==> src/logic/msdt_pkg.sv <==
// Operation
// - Sleep with bits 0,0,0 and direct starts high-speed transition
// - High-speed entry passes sleep, waits for interrupt
// - Sleep with standby, low, watch timer and direct bits 1 starts subactive transition
// - Subactive entry passes watch mode first
// - 2+1 states old clock, 14 states new clock
package msdt_pkg;

	// ****************************************
	// Register map
	// ****************************************
	localparam logic [11:0] MSDT_REG_ONE_ADDR = 12'h000;
	localparam logic [11:0] MSDT_REG_TWO_ADDR = 12'h004;
	localparam logic [11:0] MSDT_STATUS_ADDR = 12'h008;
	localparam logic [11:0] MSDT_COUNT_ADDR = 12'h00c;

	// Control register one fields
	localparam int MSDT_STANDBY_POS = 0;
	localparam int MSDT_LOW_SPEED_POS = 1;
	localparam int MSDT_WATCH_TIMER_POS = 2;
	// Control register two fields
	localparam int MSDT_MEDIUM_SPEED_POS = 0;
	localparam int MSDT_DIRECT_POS = 1;

	localparam logic [2:0] MSDT_REG_ONE_RESET = 3'h0;
	localparam logic [1:0] MSDT_REG_TWO_RESET = 2'h0;

	// ****************************************
	// Timing counts, in states
	// ****************************************
	localparam int MSDT_SLEEP_STATES = 2;
	localparam int MSDT_INTERNAL_STATES = 1;
	localparam int MSDT_EXCEPTION_STATES = 14;
	localparam int MSDT_PRE_STATES = MSDT_SLEEP_STATES + MSDT_INTERNAL_STATES;

	typedef enum logic [5:0] {
		MSDT_MEDIUM = 6'b000001,
		MSDT_PRE = 6'b000010,
		MSDT_SLEEP = 6'b000100,
		MSDT_WATCH = 6'b001000,
		MSDT_EXC = 6'b010000,
		MSDT_DONE = 6'b100000
	} msdt_state_type;

	typedef enum logic [1:0] {
		MSDT_MODE_MEDIUM = 2'h0,
		MSDT_MODE_HIGH = 2'h1,
		MSDT_MODE_SUB = 2'h2
	} msdt_mode_type;

	typedef struct packed {
		logic [2:0] regOne;
		logic [1:0] regTwo;
	} msdt_ctrl_type;

endpackage

==> src/logic/msdt_state_counter.sv <==
`timescale 1ns/100ps
module msdt_state_counter
	import msdt_pkg::*;
#(
	parameter int WIDTH = 5
) (
	input wire logic clock,
	input wire logic srst,
	input wire logic load,
	input wire logic [WIDTH-1:0] loadValue,
	input wire logic tick,
	output logic zero
);
	logic [WIDTH-1:0] count_reg;
	logic [WIDTH-1:0] count_next;

	always_comb begin
		count_next = count_reg;
		if (load) begin
			count_next = loadValue;
		end else if (tick && count_reg != '0) begin
			count_next = count_reg - WIDTH'(1);
		end
	end

	always_ff @(posedge clock) begin
		if (srst) begin
			count_reg <= '0;
		end else begin
			count_reg <= count_next;
		end
	end

	assign zero = (count_reg == '0);
endmodule // msdt_state_counter

==> src/logic/msdt_controller.sv <==
`timescale 1ns/100ps
module msdt_controller
	import msdt_pkg::*;
(
	input wire logic clock,
	input wire logic srst,
	input wire logic psel,
	input wire logic penable,
	input wire logic pwrite,
	input wire logic [11:0] paddr,
	input wire logic [31:0] pwdata,
	output logic [31:0] prdata,
	output logic pready,
	output logic pslverr,
	input wire logic sleepExec,
	input wire logic interruptReq,
	input wire logic oldClockTick,
	input wire logic newClockTick,
	output logic [1:0] cpuMode,
	output logic sleepActive,
	output logic watchActive,
	output logic transitionDone
);
	// ****************************************
	// State
	// ****************************************
	typedef struct packed {
		msdt_ctrl_type ctrl;
		msdt_state_type state;
		logic toSub;
		msdt_mode_type mode;
		logic [31:0] rdata;
		logic done;
		logic [15:0] transitions;
	} msdt_all_type;

	// ****************************************
	// Signals
	// ****************************************
	msdt_all_type all_reg;
	msdt_all_type all_next;
	logic cntLoad;
	logic [4:0] cntValue;
	logic cntTick;
	logic cntZero;

	// ****************************************
	// Decoding
	// ****************************************
	function automatic logic isReg(input logic [11:0] a, input logic [11:0] b);
		return a == b;
	endfunction

	// High-speed path: standby, low and medium clear, direct set
	function automatic logic highPath(input msdt_ctrl_type c);
		return !c.regOne[MSDT_STANDBY_POS]
			&& !c.regOne[MSDT_LOW_SPEED_POS]
			&& !c.regTwo[MSDT_MEDIUM_SPEED_POS]
			&& c.regTwo[MSDT_DIRECT_POS];
	endfunction

	// Subactive path: standby, low, watch timer and direct set
	function automatic logic subPath(input msdt_ctrl_type c);
		return c.regOne[MSDT_STANDBY_POS]
			&& c.regOne[MSDT_LOW_SPEED_POS]
			&& c.regOne[MSDT_WATCH_TIMER_POS]
			&& c.regTwo[MSDT_DIRECT_POS];
	endfunction

	// Control bits after a bus write
	function automatic msdt_ctrl_type writeCtrl(
		input msdt_ctrl_type c,
		input logic [11:0] a,
		input logic [31:0] d
	);
		msdt_ctrl_type result;
		result = c;
		if (isReg(a, MSDT_REG_ONE_ADDR)) begin
			result.regOne = d[2:0];
		end else if (isReg(a, MSDT_REG_TWO_ADDR)) begin
			result.regTwo = d[1:0];
		end
		return result;
	endfunction

	// Read word, unmapped offsets read zero
	function automatic logic [31:0] readWord(
		input logic [11:0] a,
		input msdt_ctrl_type c,
		input msdt_mode_type m,
		input msdt_state_type s,
		input logic [15:0] t
	);
		logic [31:0] result;
		result = 32'h0;
		if (isReg(a, MSDT_REG_ONE_ADDR)) begin
			result = {29'h0, c.regOne};
		end else if (isReg(a, MSDT_REG_TWO_ADDR)) begin
			result = {30'h0, c.regTwo};
		end else if (isReg(a, MSDT_STATUS_ADDR)) begin
			result = {24'h0, 2'(m), s};
		end else if (isReg(a, MSDT_COUNT_ADDR)) begin
			result = {16'h0, t};
		end
		return result;
	endfunction

	// ****************************************
	// State counter
	// ****************************************
	msdt_state_counter #(
		.WIDTH(5)
	) stateCounter (
		.clock(clock),
		.srst(srst),
		.load(cntLoad),
		.loadValue(cntValue),
		.tick(cntTick),
		.zero(cntZero)
	);

	wire logic access = psel && penable;
	// Path selects from the live control bits
	wire logic goHigh = highPath(all_reg.ctrl);
	wire logic goSub = subPath(all_reg.ctrl);

	// ****************************************
	// Next state
	// ****************************************
	always_comb begin
		all_next = all_reg;
		all_next.done = 1'b0;
		cntLoad = 1'b0;
		cntValue = 5'(MSDT_PRE_STATES);
		cntTick = 1'b0;

		// ****************************************
		// Bus access
		// ****************************************
		if (access && pwrite) begin
			all_next.ctrl = writeCtrl(all_reg.ctrl, paddr, pwdata);
		end

		if (psel && !penable) begin
			all_next.rdata = readWord(
				paddr,
				all_reg.ctrl,
				all_reg.mode,
				all_reg.state,
				all_reg.transitions
			);
		end
		// ****************************************
		// Transition sequence
		// ****************************************
		case (all_reg.state)
			MSDT_MEDIUM: begin
				if (sleepExec && all_reg.mode == MSDT_MODE_MEDIUM && (goHigh || goSub)) begin
					all_next.toSub = goSub;
					all_next.state = MSDT_PRE;
					cntLoad = 1'b1;
				end
			end
			MSDT_PRE: begin
				cntTick = oldClockTick;
				if (cntZero) begin
					all_next.state = all_reg.toSub ? MSDT_WATCH : MSDT_SLEEP;
				end
			end
			MSDT_SLEEP, MSDT_WATCH: begin
				if (interruptReq) begin
					all_next.mode = all_reg.toSub ? MSDT_MODE_SUB : MSDT_MODE_HIGH;
					all_next.state = MSDT_EXC;
					cntLoad = 1'b1;
					cntValue = 5'(MSDT_EXCEPTION_STATES);
				end
			end
			MSDT_EXC: begin
				cntTick = newClockTick;
				if (cntZero) begin
					all_next.state = MSDT_DONE;
				end
			end
			MSDT_DONE: begin
				all_next.done = 1'b1;
				all_next.transitions = all_reg.transitions + 16'h1;
				all_next.state = MSDT_MEDIUM;
			end
			default: begin
				all_next.state = MSDT_MEDIUM;
			end
		endcase
	end

	// ****************************************
	// Register update
	// ****************************************
	always_ff @(posedge clock) begin
		if (srst) begin
			all_reg.ctrl.regOne <= MSDT_REG_ONE_RESET;
			all_reg.ctrl.regTwo <= MSDT_REG_TWO_RESET;
			all_reg.state <= MSDT_MEDIUM;
			all_reg.toSub <= 1'b0;
			all_reg.mode <= MSDT_MODE_MEDIUM;
			all_reg.rdata <= 32'h0;
			all_reg.done <= 1'b0;
			all_reg.transitions <= 16'h0;
		end else begin
			all_reg <= all_next;
		end
	end

	// ****************************************
	// Bus outputs
	// ****************************************
	assign prdata = all_reg.rdata;
	assign pready = psel && penable;
	assign pslverr = 1'b0;
	// ****************************************
	// Mode outputs
	// ****************************************
	assign cpuMode = all_reg.mode;
	assign sleepActive = (all_reg.state == MSDT_SLEEP);
	assign watchActive = (all_reg.state == MSDT_WATCH);
	assign transitionDone = all_reg.done;
endmodule // msdt_controller

==> config.mk <==
export PLATFORM = sky130hd
export DESIGN_NAME = msdt_controller
export DESIGN_NICKNAME = d
export VERILOG_FILES = /design/src/logic/msdt_pkg.sv /design/src/logic/msdt_state_counter.sv /design/src/logic/msdt_controller.sv
export SDC_FILE = /design/constraint.sdc
export NUM_CORES = 1
export LEC_CHECK = 0
export BUFFER_PORTS_ARGS = -buffer_cell sky130_fd_sc_hd__buf_2
export CORE_UTILIZATION = 40
export DETAILED_ROUTE_END_ITERATION = 6
export GPL_TIMING_DRIVEN = 0
export PLACE_DENSITY = 0.66
export SLEW_MARGIN = 25
export SYNTH_ARGS = -nofsm -noshare
export SYNTH_HDL_FRONTEND = slang
export SYNTH_SLANG_ARGS = --single-unit
==> constraint.sdc <==
create_clock -name clock -period 2.1 [get_ports clock]
set_input_delay 0.42 -clock clock [delete_from_list [all_inputs] [get_ports clock]]
set_output_delay 0.42 -clock clock [all_outputs]
set_load 0.05 [all_outputs]
==> results.py, run 1 <==
metrics = {
    "synth": {
        "synth.most_common_cell": "dfxtp_1",
        "yosysWarnings": 0,
        "synth_edf_count": 0,
        "synth.avg_cell_area_um2": 8.59,
        "ys_seq_area_share_pct": 37.3,
        "synth_top_cell_by_area": "dfxtp_1",
        "yosysTopAreaCellShare_pct": 37.3,
        "syn_area_mm2": 0.00279,
        "ys_types": 55,
        "synth_common_cells": "dfxtp_1 (52), nor2_1 (38), buf_4 (36)",
        "async_reset_ff_share_pct": 0,
        "netlist_top_cells_area": "dfxtp_1 (37%), buf_4 (9.7%), nor2_1 (5.1%)",
        "synth_ff_type": "dfxtp_1",
        "synthCells": 325,
        "ys_ff_latch": 52,
    },
    "critical_path": {
        "startpoint_type": "flop",
        "cp-end-kind": "output pin",
        "cp.required_ns": 1.68,
        "path_class": "reg -> out",
        "slowest_delay_ns": 0.53,
        "slowest_stage": "or4_4",
        "path_max_fanout": 8,
        "path_cells": "or4_4, nor3b_2, buf_6",
        "crit_arrival_ns": 1.64,
    },
    "place": {
        "placed_area_mm2": 0.00318,
        "portBuffers": 44,
        "hpwl_mm": 4.49,
        "gp_congestion": 0.801,
    },
    "cts": {
        "clock_latency_ns": 0.31,
        "hold_buffers": 0,
        "clockRootBuffer": "clkbuf_8",
        "clockBufferDepth": 2,
        "cts_buffers": 5,
        "cts_tree": "yes",
        "cts.sinks": 52,
        "htree_levels": 2,
        "path_clk_slew_ns": 0.10,
    },
    "finish": {
        "final.fill_count": 650,
        "final_cell_area_mm2": 0.00339,
        "antenna_cells": 0,
        "drive_gt1_share_pct": 31.4,
        "regArea_mm2": 0.00105,
        "multiInputGateArea_mm2": 0.00147,
        "nNetsFinal": 455,
        "area_growth_pct": 21.5,
        "largest_register_ffs": 28,
    },
    "die": {
        "ios": 92,
        "die_area_mm2": 0.00732,
        "rows": 30,
        "dieWidth_um": 85.5,
        "die_h_um": 85.5,
        "initial_core_util_pct": 41.3,
        "core_region_area_mm2": 0.00676,
    },
    "timing": {
        "worst_pin_slew_ns": 0.606,
        "fin_skew_ns": 0.00742,
        "fmax_mhz": 486,
        "slew_violations": 0,
        "whs_ns": 0.336,
        "final.period_utilization_pct": 97.9,
        "rsz0062_at_grt": "no",
        "maxSlewHeadroom_pct": 59.2,
        "finalHoldViolations": 0,
        "setup_viol": 0,
        "min_period_ns": 2.06,
    },
    "route": {
        "drc": 0,
        "wl_per_cell_um": 12.7,
        "vias": 2432,
        "finalWirelength_mm": 6.09,
        "drt.antenna.violating_nets": 0,
        "firstDrtPassIters": 4,
        "via_per_inst": 5.06,
        "drtIter0Drc": 142,
    },
    "global_routing": {
        "grt_pass1_wl_mm": 9.87,
        "grt.total_usage_pct": 16.7,
        "grt_max_degree": 17,
        "grt_pass1_vias": 2178,
        "overflow": 0,
        "antenna_found_initial": 0,
    },
    "min_path": {
        "hold_class": "in -> reg",
    },
    "power": {
        "p_seq_share_pct": 52.6,
        "ir_worst_vdd_uv": 330,
        "switchingPower_uw": 478,
        "p_int_uw": 1390,
        "p_sw_share_pct": 25.5,
        "combinationalPowerShare_pct": 10.4,
        "power_density_mw_per_mm2": 552,
        "p_clk_share_pct": 37.0,
        "p_leak_uw": 0.00137,
    },
    "status": {
        "status": "finished, final reports clean",
    },
    "flow_run": {
        "maxCapViolations": 0,
    },
}
-- layout by cell type (no fill, tap or decap), types with 3 or more instances in the layout --
master    Yosys  routed
dfxtp_1      52      49
buf_4        36      44
buf_2         1      43
nor2_1       38      37
nand2_1      22      22
a21oi_1      21      21
conb_1        1      17
nand3_1      16      15
inv_1        11      11
mux2i_1      10      10
xnor2_1      10      10
nor3_1        9       9
clkbuf_1      9       9
a211oi_1      7       7
o21ai_0       7       7
and2_1        5       5
mux2_2        5       5
nor4_1        5       5
or3_1         5       5
a22oi_1       5       5
clkbuf_8      0       5
buf_6         1       3
xor2_1        3       3
nand4b_1      3       3
nand4_1       3       3
dfxtp_4       0       3
-- through the flow --
step | setup WS [ns] | util [%] | total power [uW] | instances | setup TNS, ns
floorplan | 0.0647 | - | 1160 | 341 | 0
finish | 0.0440 | 50.2 | 1870 | 481 | 0
global placement | 0.00873 | 47.1 | 1200 | 465 | 0
global route | 0.00133 | 50.2 | 1930 | 481 | 0
detailed placement | -0.0222 | 47.1 | 1210 | 465 | -0.0362
CTS | 0.00495 | 48.9 | 1890 | 473 | 0
-- layer usage --
metal / GRT usage [%] / share of wire, % / vias to the layer above
li1: - / - / 1240
met1: 21.9 / 46 / 1122
met2: 27.8 / 47 / 60
met3: 3.27 / 4.8 / 10
met4: 5.61 / 1.6 / 0
met5: 0 / 0 / -
-- critical path: cells and delay by family, from the launching register on --
kind,cells,cell delay [ns]
AND/OR/NAND/NOR,2,0.75
flip-flops,1,0.39
buffers and inverters,1,0.18
-- power by group through the flow --
stage / combinational (uW) / clock [uW] / sequential [uW]
2_1_floorplan: 150 / 0 / 1010
3_3_place_gp: 192 / 0 / 1010
3_5_place_dp: 193 / 0 / 1010
4_1_cts: 193 / 704 / 990
5_1_grt: 206 / 737 / 986
6_report: 194 / 693 / 986
-- cell families after synthesis --
group	count (synthesis)	synth area share, %
AOI/OAI and AO/OA	54	13.1
xor gates and xnor gates	13	4.08
adders and majority gates	2	0.896
buffers and inverters	59	13.1
DFF	52	37.3
muxes	15	5.60
other	1	0.134
and+or+nand+nor	129	25.8
-- repair_timing --
item | in CTS | in global routing
pin swaps | 0 | 6
setup endpoints to repair | 2 | 15
gates resized for setup | 6 | 7
setup buffers | 0 | 8
-- path summary, 6_finish.rpt --
path	start	end	slack, ns	cells after the start
max	all_reg[56]	watchActive	0.04	3
max reg2reg	stateCounter.count_reg[0]	stateCounter.count_reg[2]	0.11	8
min	pwdata[2]	all_reg[62]	0.34	3
min reg2reg	prdata[10]	prdata[10]	0.46	2
-- cell type report --
type | instances | share of cell area, %
plain buffers | 48 | 9.56
clock buffers | 5 | 2.03
clock inverters | 3 | 1.25
inverters | 11 | 1.22
multi-input cells | 230 | 43.3
flip-flops and latches | 52 | 31.0
well taps | 80 | 2.95
repair buffers | 52 | 8.63
No activity file was read; power rests on OpenSTA's default activity.
==> inputs of run 2 (changes only) <==
- MAX_ROUTING_LAYER: not set -> met4
==> run 2 against run 1 <==
Effect of this change: sequential power hardly changed; worst hold slack lost 0.00080 ns; sequential cell count stayed put; combinational power about the same; cell count did not move; sequential share of layout area unchanged; highest routed layer unchanged.
==> results.py, run 2 (synthesis results as in run 1) <==
metrics = {
    "status": {
        "status": "finished, final reports clean",
    },
    "die": {
        "rows": 30,
        "die_area_mm2": 0.00732,
        "initial_core_util_pct": 41.3,
        "core_region_area_mm2": 0.00676,
        "ios": 92,
        "dieWidth_um": 85.5,
        "die_h_um": 85.5,
    },
    "min_path": {
        "hold_class": "in -> reg",
    },
    "global_routing": {
        "grt_pass1_vias": 2176,
        "grt.total_usage_pct": 17.3,
        "grt_pass1_wl_mm": 9.88,
        "overflow": 0,
        "antenna_found_initial": 0,
        "grt_max_degree": 17,
    },
    "timing": {
        "whs_ns": 0.335,
        "slew_violations": 0,
        "worst_pin_slew_ns": 0.606,
        "fmax_mhz": 487,
        "final.period_utilization_pct": 97.8,
        "rsz0062_at_grt": "no",
        "finalHoldViolations": 0,
        "maxSlewHeadroom_pct": 59.2,
        "fin_skew_ns": 0.00615,
        "min_period_ns": 2.05,
        "setup_ws_ns": 0.0465,
        "setup_viol": 0,
    },
    "power": {
        "power_density_mw_per_mm2": 553,
        "ir_worst_vdd_uv": 332,
        "p_leak_uw": 0.00137,
    },
    "critical_path": {
        "startpoint_type": "flop",
        "cp-end-kind": "output pin",
        "reg2reg_setup_slack_ns": 0.10,
        "cp.required_ns": 1.68,
        "path_max_fanout": 8,
        "path_class": "reg -> out",
        "crit_arrival_ns": 1.63,
    },
    "finish": {
        "antenna_cells": 0,
        "nNetsFinal": 455,
        "final.fill_count": 651,
        "layout_common_cells": "dfxtp_1 (49), buf_4 (44), buf_2 (43)",
        "largest_register_ffs": 28,
        "final_common_cell": "dfxtp_1",
        "area_growth_pct": 21.5,
        "drive_gt1_share_pct": 31.4,
    },
    "route": {
        "firstDrtPassIters": 4,
        "finalWirelength_mm": 6.08,
        "drtIter0Drc": 144,
        "via_per_inst": 5.06,
        "drt.antenna.violating_nets": 0,
        "drc": 0,
        "vias": 2436,
        "wl_per_cell_um": 12.6,
    },
    "cts": {
        "cts_tree": "yes",
        "clock_latency_ns": 0.31,
        "clockRootBuffer": "clkbuf_8",
        "cts_buffers": 5,
        "hold_buffers": 0,
        "clockBufferDepth": 2,
        "path_clk_slew_ns": 0.10,
        "cts.sinks": 52,
        "htree_levels": 2,
    },
    "place": {
        "hpwl_mm": 4.49,
        "pre_cts_ws_ns": -0.0222,
        "gp_congestion": 0.813,
        "portBuffers": 44,
    },
    "flow_run": {
        "maxCapViolations": 0,
    },
}
run 2: metal layers:
| metal | part of all wire, % | global-route usage, % |
|---|---|---|
| met3 | 4.9 | 3.27 |
| met1 | 47 | 22.0 |
| met4 | 1.6 | 5.61 |
| met2 | 47 | 27.8 |
| met5 | 0 | - |
run 2: path summary, 6_finish.rpt:
check                                                from                   endpoint  cells after the start
worst max-delay path                          all_reg[56]                watchActive                      3
worst min-delay path                            pwdata[2]                all_reg[62]                      3
worst max register to register  stateCounter.count_reg[0]  stateCounter.count_reg[2]                      8
worst min register to register                 prdata[10]                 prdata[10]                      2
run 2: layout make-up:
class                   instances  area [um2]  area share (%)
flip-flops and latches         52        1050            31.0
clock inverters                 3        42.5            1.25
clock buffers                   5        68.8            2.03
plain buffers                  48         324            9.56
multi-input cells             230        1470            43.3
well taps                      80         100            2.95
inverters                      11        41.3            1.22
repair buffers                 52         293            8.63
run 2: what timing repair did:
item                                    CTS  global route
cloned                                    0             0
endpoints found under the setup margin    2            16
resized for setup                         6             7
buffers inserted                          0             8
pin swaps                                 0             5
run 2: power breakdown:
part           internal, uW  leakage, uW  switching, uW
clock                   353    0.0000541            341
combinational          57.3     0.000895            137
sequential              984     0.000421           1.38
total                  1390      0.00137            479
run 2: critical path, cell delays in order, from the launching register on:
cell	delay (ns)
dfxtp_4	0.39
or4_4	0.53
nor3b_2	0.22
buf_6	0.18
run 2: metrics by stage:
step                power [uW]  cells  TNS, ns  cell area [um2]  util (%)
CTS                       1890    473        0             3310      48.9
global route              1930    481        0             3390      50.2
detailed placement        1210    465  -0.0362             3180      47.1
floorplan                 1160    341        0             2860         -
finish                    1870    481        0             3390      50.2
global placement          1200    465        0             3180      47.1
==> inputs of run 3 (changes only) <==
--- a/config.mk
+++ b/config.mk
@@ -13,2 +13,3 @@
 export PLACE_DENSITY = 0.66
+export SETUP_SLACK_MARGIN = 0.15
 export SLEW_MARGIN = 25
--- a/constraint.sdc
+++ b/constraint.sdc
@@ -3,2 +3,2 @@
 set_output_delay 0.42 -clock clock [all_outputs]
-set_load 0.05 [all_outputs]
+set_load 0.005 [all_outputs]
==> run 3 against run 2 <==
Effect of this change: total power is 8.6% lower; sequential share of layout area fell by 0.68 points; sequential power is essentially flat; combinational power fell by 38%; non-clock buffer count up 6; largest cell class unchanged; largest power group unchanged.
==> results.py, run 3 (synthesis results as in run 1) <==
metrics = {
    "finish": {
        "layout_common_cells": "buf_4 (50), dfxtp_1 (48), buf_2 (44)",
        "area_growth_pct": 24.3,
        "largest_register_ffs": 28,
        "antenna_cells": 0,
        "nNetsFinal": 461,
        "drive_gt1_share_pct": 34.2,
        "final_cell_area_mm2": 0.00347,
        "instances_no_fill": 487,
        "final_common_cell": "buf_4",
    },
    "cts": {
        "path_clk_slew_ns": 0.10,
        "clockRootBuffer": "clkbuf_8",
        "htree_levels": 2,
        "cts_buffers": 5,
        "clock_latency_ns": 0.31,
        "cts_tree": "yes",
        "cts.sinks": 52,
        "clockBufferDepth": 2,
    },
    "critical_path": {
        "path_max_fanout": 8,
        "cp-end-kind": "output pin",
        "cp.required_ns": 1.68,
        "crit_arrival_ns": 1.52,
        "path_class": "reg -> out",
        "startpoint_type": "flop",
    },
    "power": {
        "p_clk_share_pct": 35.4,
        "combinationalPowerShare_pct": 7.1,
        "ir_worst_vdd_uv": 230,
        "p_int_uw": 1290,
        "p_leak_uw": 0.00141,
        "switchingPower_uw": 428,
        "power_density_mw_per_mm2": 494,
        "p_seq_share_pct": 57.6,
        "p_sw_share_pct": 25.0,
    },
    "place": {
        "dp_cells": 465,
        "placed_area_mm2": 0.00317,
        "portBuffers": 44,
        "pre_cts_ws_ns": -0.0215,
        "hpwl_mm": 4.45,
        "gp_congestion": 0.817,
    },
    "die": {
        "die_area_mm2": 0.00732,
        "rows": 30,
        "ios": 92,
        "die_h_um": 85.5,
        "core_region_area_mm2": 0.00676,
        "initial_core_util_pct": 41.3,
        "dieWidth_um": 85.5,
    },
    "timing": {
        "final.period_utilization_pct": 92.3,
        "fmax_mhz": 516,
        "min_period_ns": 1.94,
        "fin_skew_ns": 0.00882,
        "finalHoldViolations": 0,
        "fin_setup_tns_ns": 0,
        "whs_ns": 0.357,
        "setup_ws_ns": 0.161,
        "slew_violations": 0,
        "worst_pin_slew_ns": 0.628,
        "maxSlewHeadroom_pct": 58.1,
        "setup_viol": 0,
        "rsz0062_at_grt": "yes",
    },
    "route": {
        "drtIter0Drc": 132,
        "wl_per_cell_um": 12.8,
        "vias": 2407,
        "drt.antenna.violating_nets": 0,
        "drc": 0,
        "finalWirelength_mm": 6.26,
        "firstDrtPassIters": 4,
        "via_per_inst": 4.94,
    },
    "status": {
        "status": "finished, final reports clean",
    },
    "flow_run": {
        "maxCapViolations": 0,
    },
    "global_routing": {
        "grt.total_usage_pct": 17.6,
        "overflow": 0,
        "grt_pass1_vias": 2183,
        "antenna_found_initial": 0,
        "grt_pass1_wl_mm": 10.1,
        "grt_max_degree": 19,
    },
    "min_path": {
        "hold_class": "in -> reg",
    },
}
## run 3: metrics by stage
step | total power, uW | utilization (%)
3_5_place_dp | 1130 | 46.9
3_3_place_gp | 1130 | 46.9
6_report | 1710 | 51.4
5_1_grt | 1790 | 51.4
4_1_cts | 1730 | 49.8
2_1_floorplan | 1090 | -
## run 3: final cells by class
cell class / count / area (um2)
fillers: 662 / 3290
multi-input cells: 230 / 1520
flip-flops and latches: 52 / 1050
repair buffers: 58 / 338
plain buffers: 48 / 327
well taps: 80 / 100
clock buffers: 5 / 68.8
inverters: 11 / 41.3
clock inverters: 3 / 27.5
## run 3: worst max-delay path, cell delays in order (launching register included)
cell and delay, ns:
dfxtp_4 0.40, or4_4 0.52, nor3b_2 0.16, buf_2 0.12
## run 3: final timing paths
check | start | endpoint | slack [ns] | cells after the start
setup / recovery | all_reg[56] | watchActive | 0.16 | 3
hold / removal | pwdata[2] | all_reg[62] | 0.36 | 3
setup reg to reg | all_reg[56] | all_reg[54] | 0.17 | 6
hold reg to reg | prdata[11] | prdata[11] | 0.46 | 2
## run 3: metal layers
layer / track usage, % / share of wire, % / vias to the layer above
met1: 23.5 / 48 / 1109
met3: 2.98 / 4.0 / 3
met5: - / 0 / -
li1: - / - / 1244
met4: 4.85 / 0.37 / 0
met2: 27.8 / 47 / 51
## run 3: power groups by stage
stage	sequential, uW	clock (uW)	combinational [uW]
after global routing	987	665	134
after detailed placement	1010	0	118
after floorplan	1010	0	75.2
after global placement	1010	0	117
final	986	606	121
after CTS	986	623	119
## run 3: what timing repair did
item                       CTS  global route
gates resized for setup     10            14
hold buffers                 0             0
pin swaps                    4            11
setup buffers                7             7
setup endpoints to repair   15            26
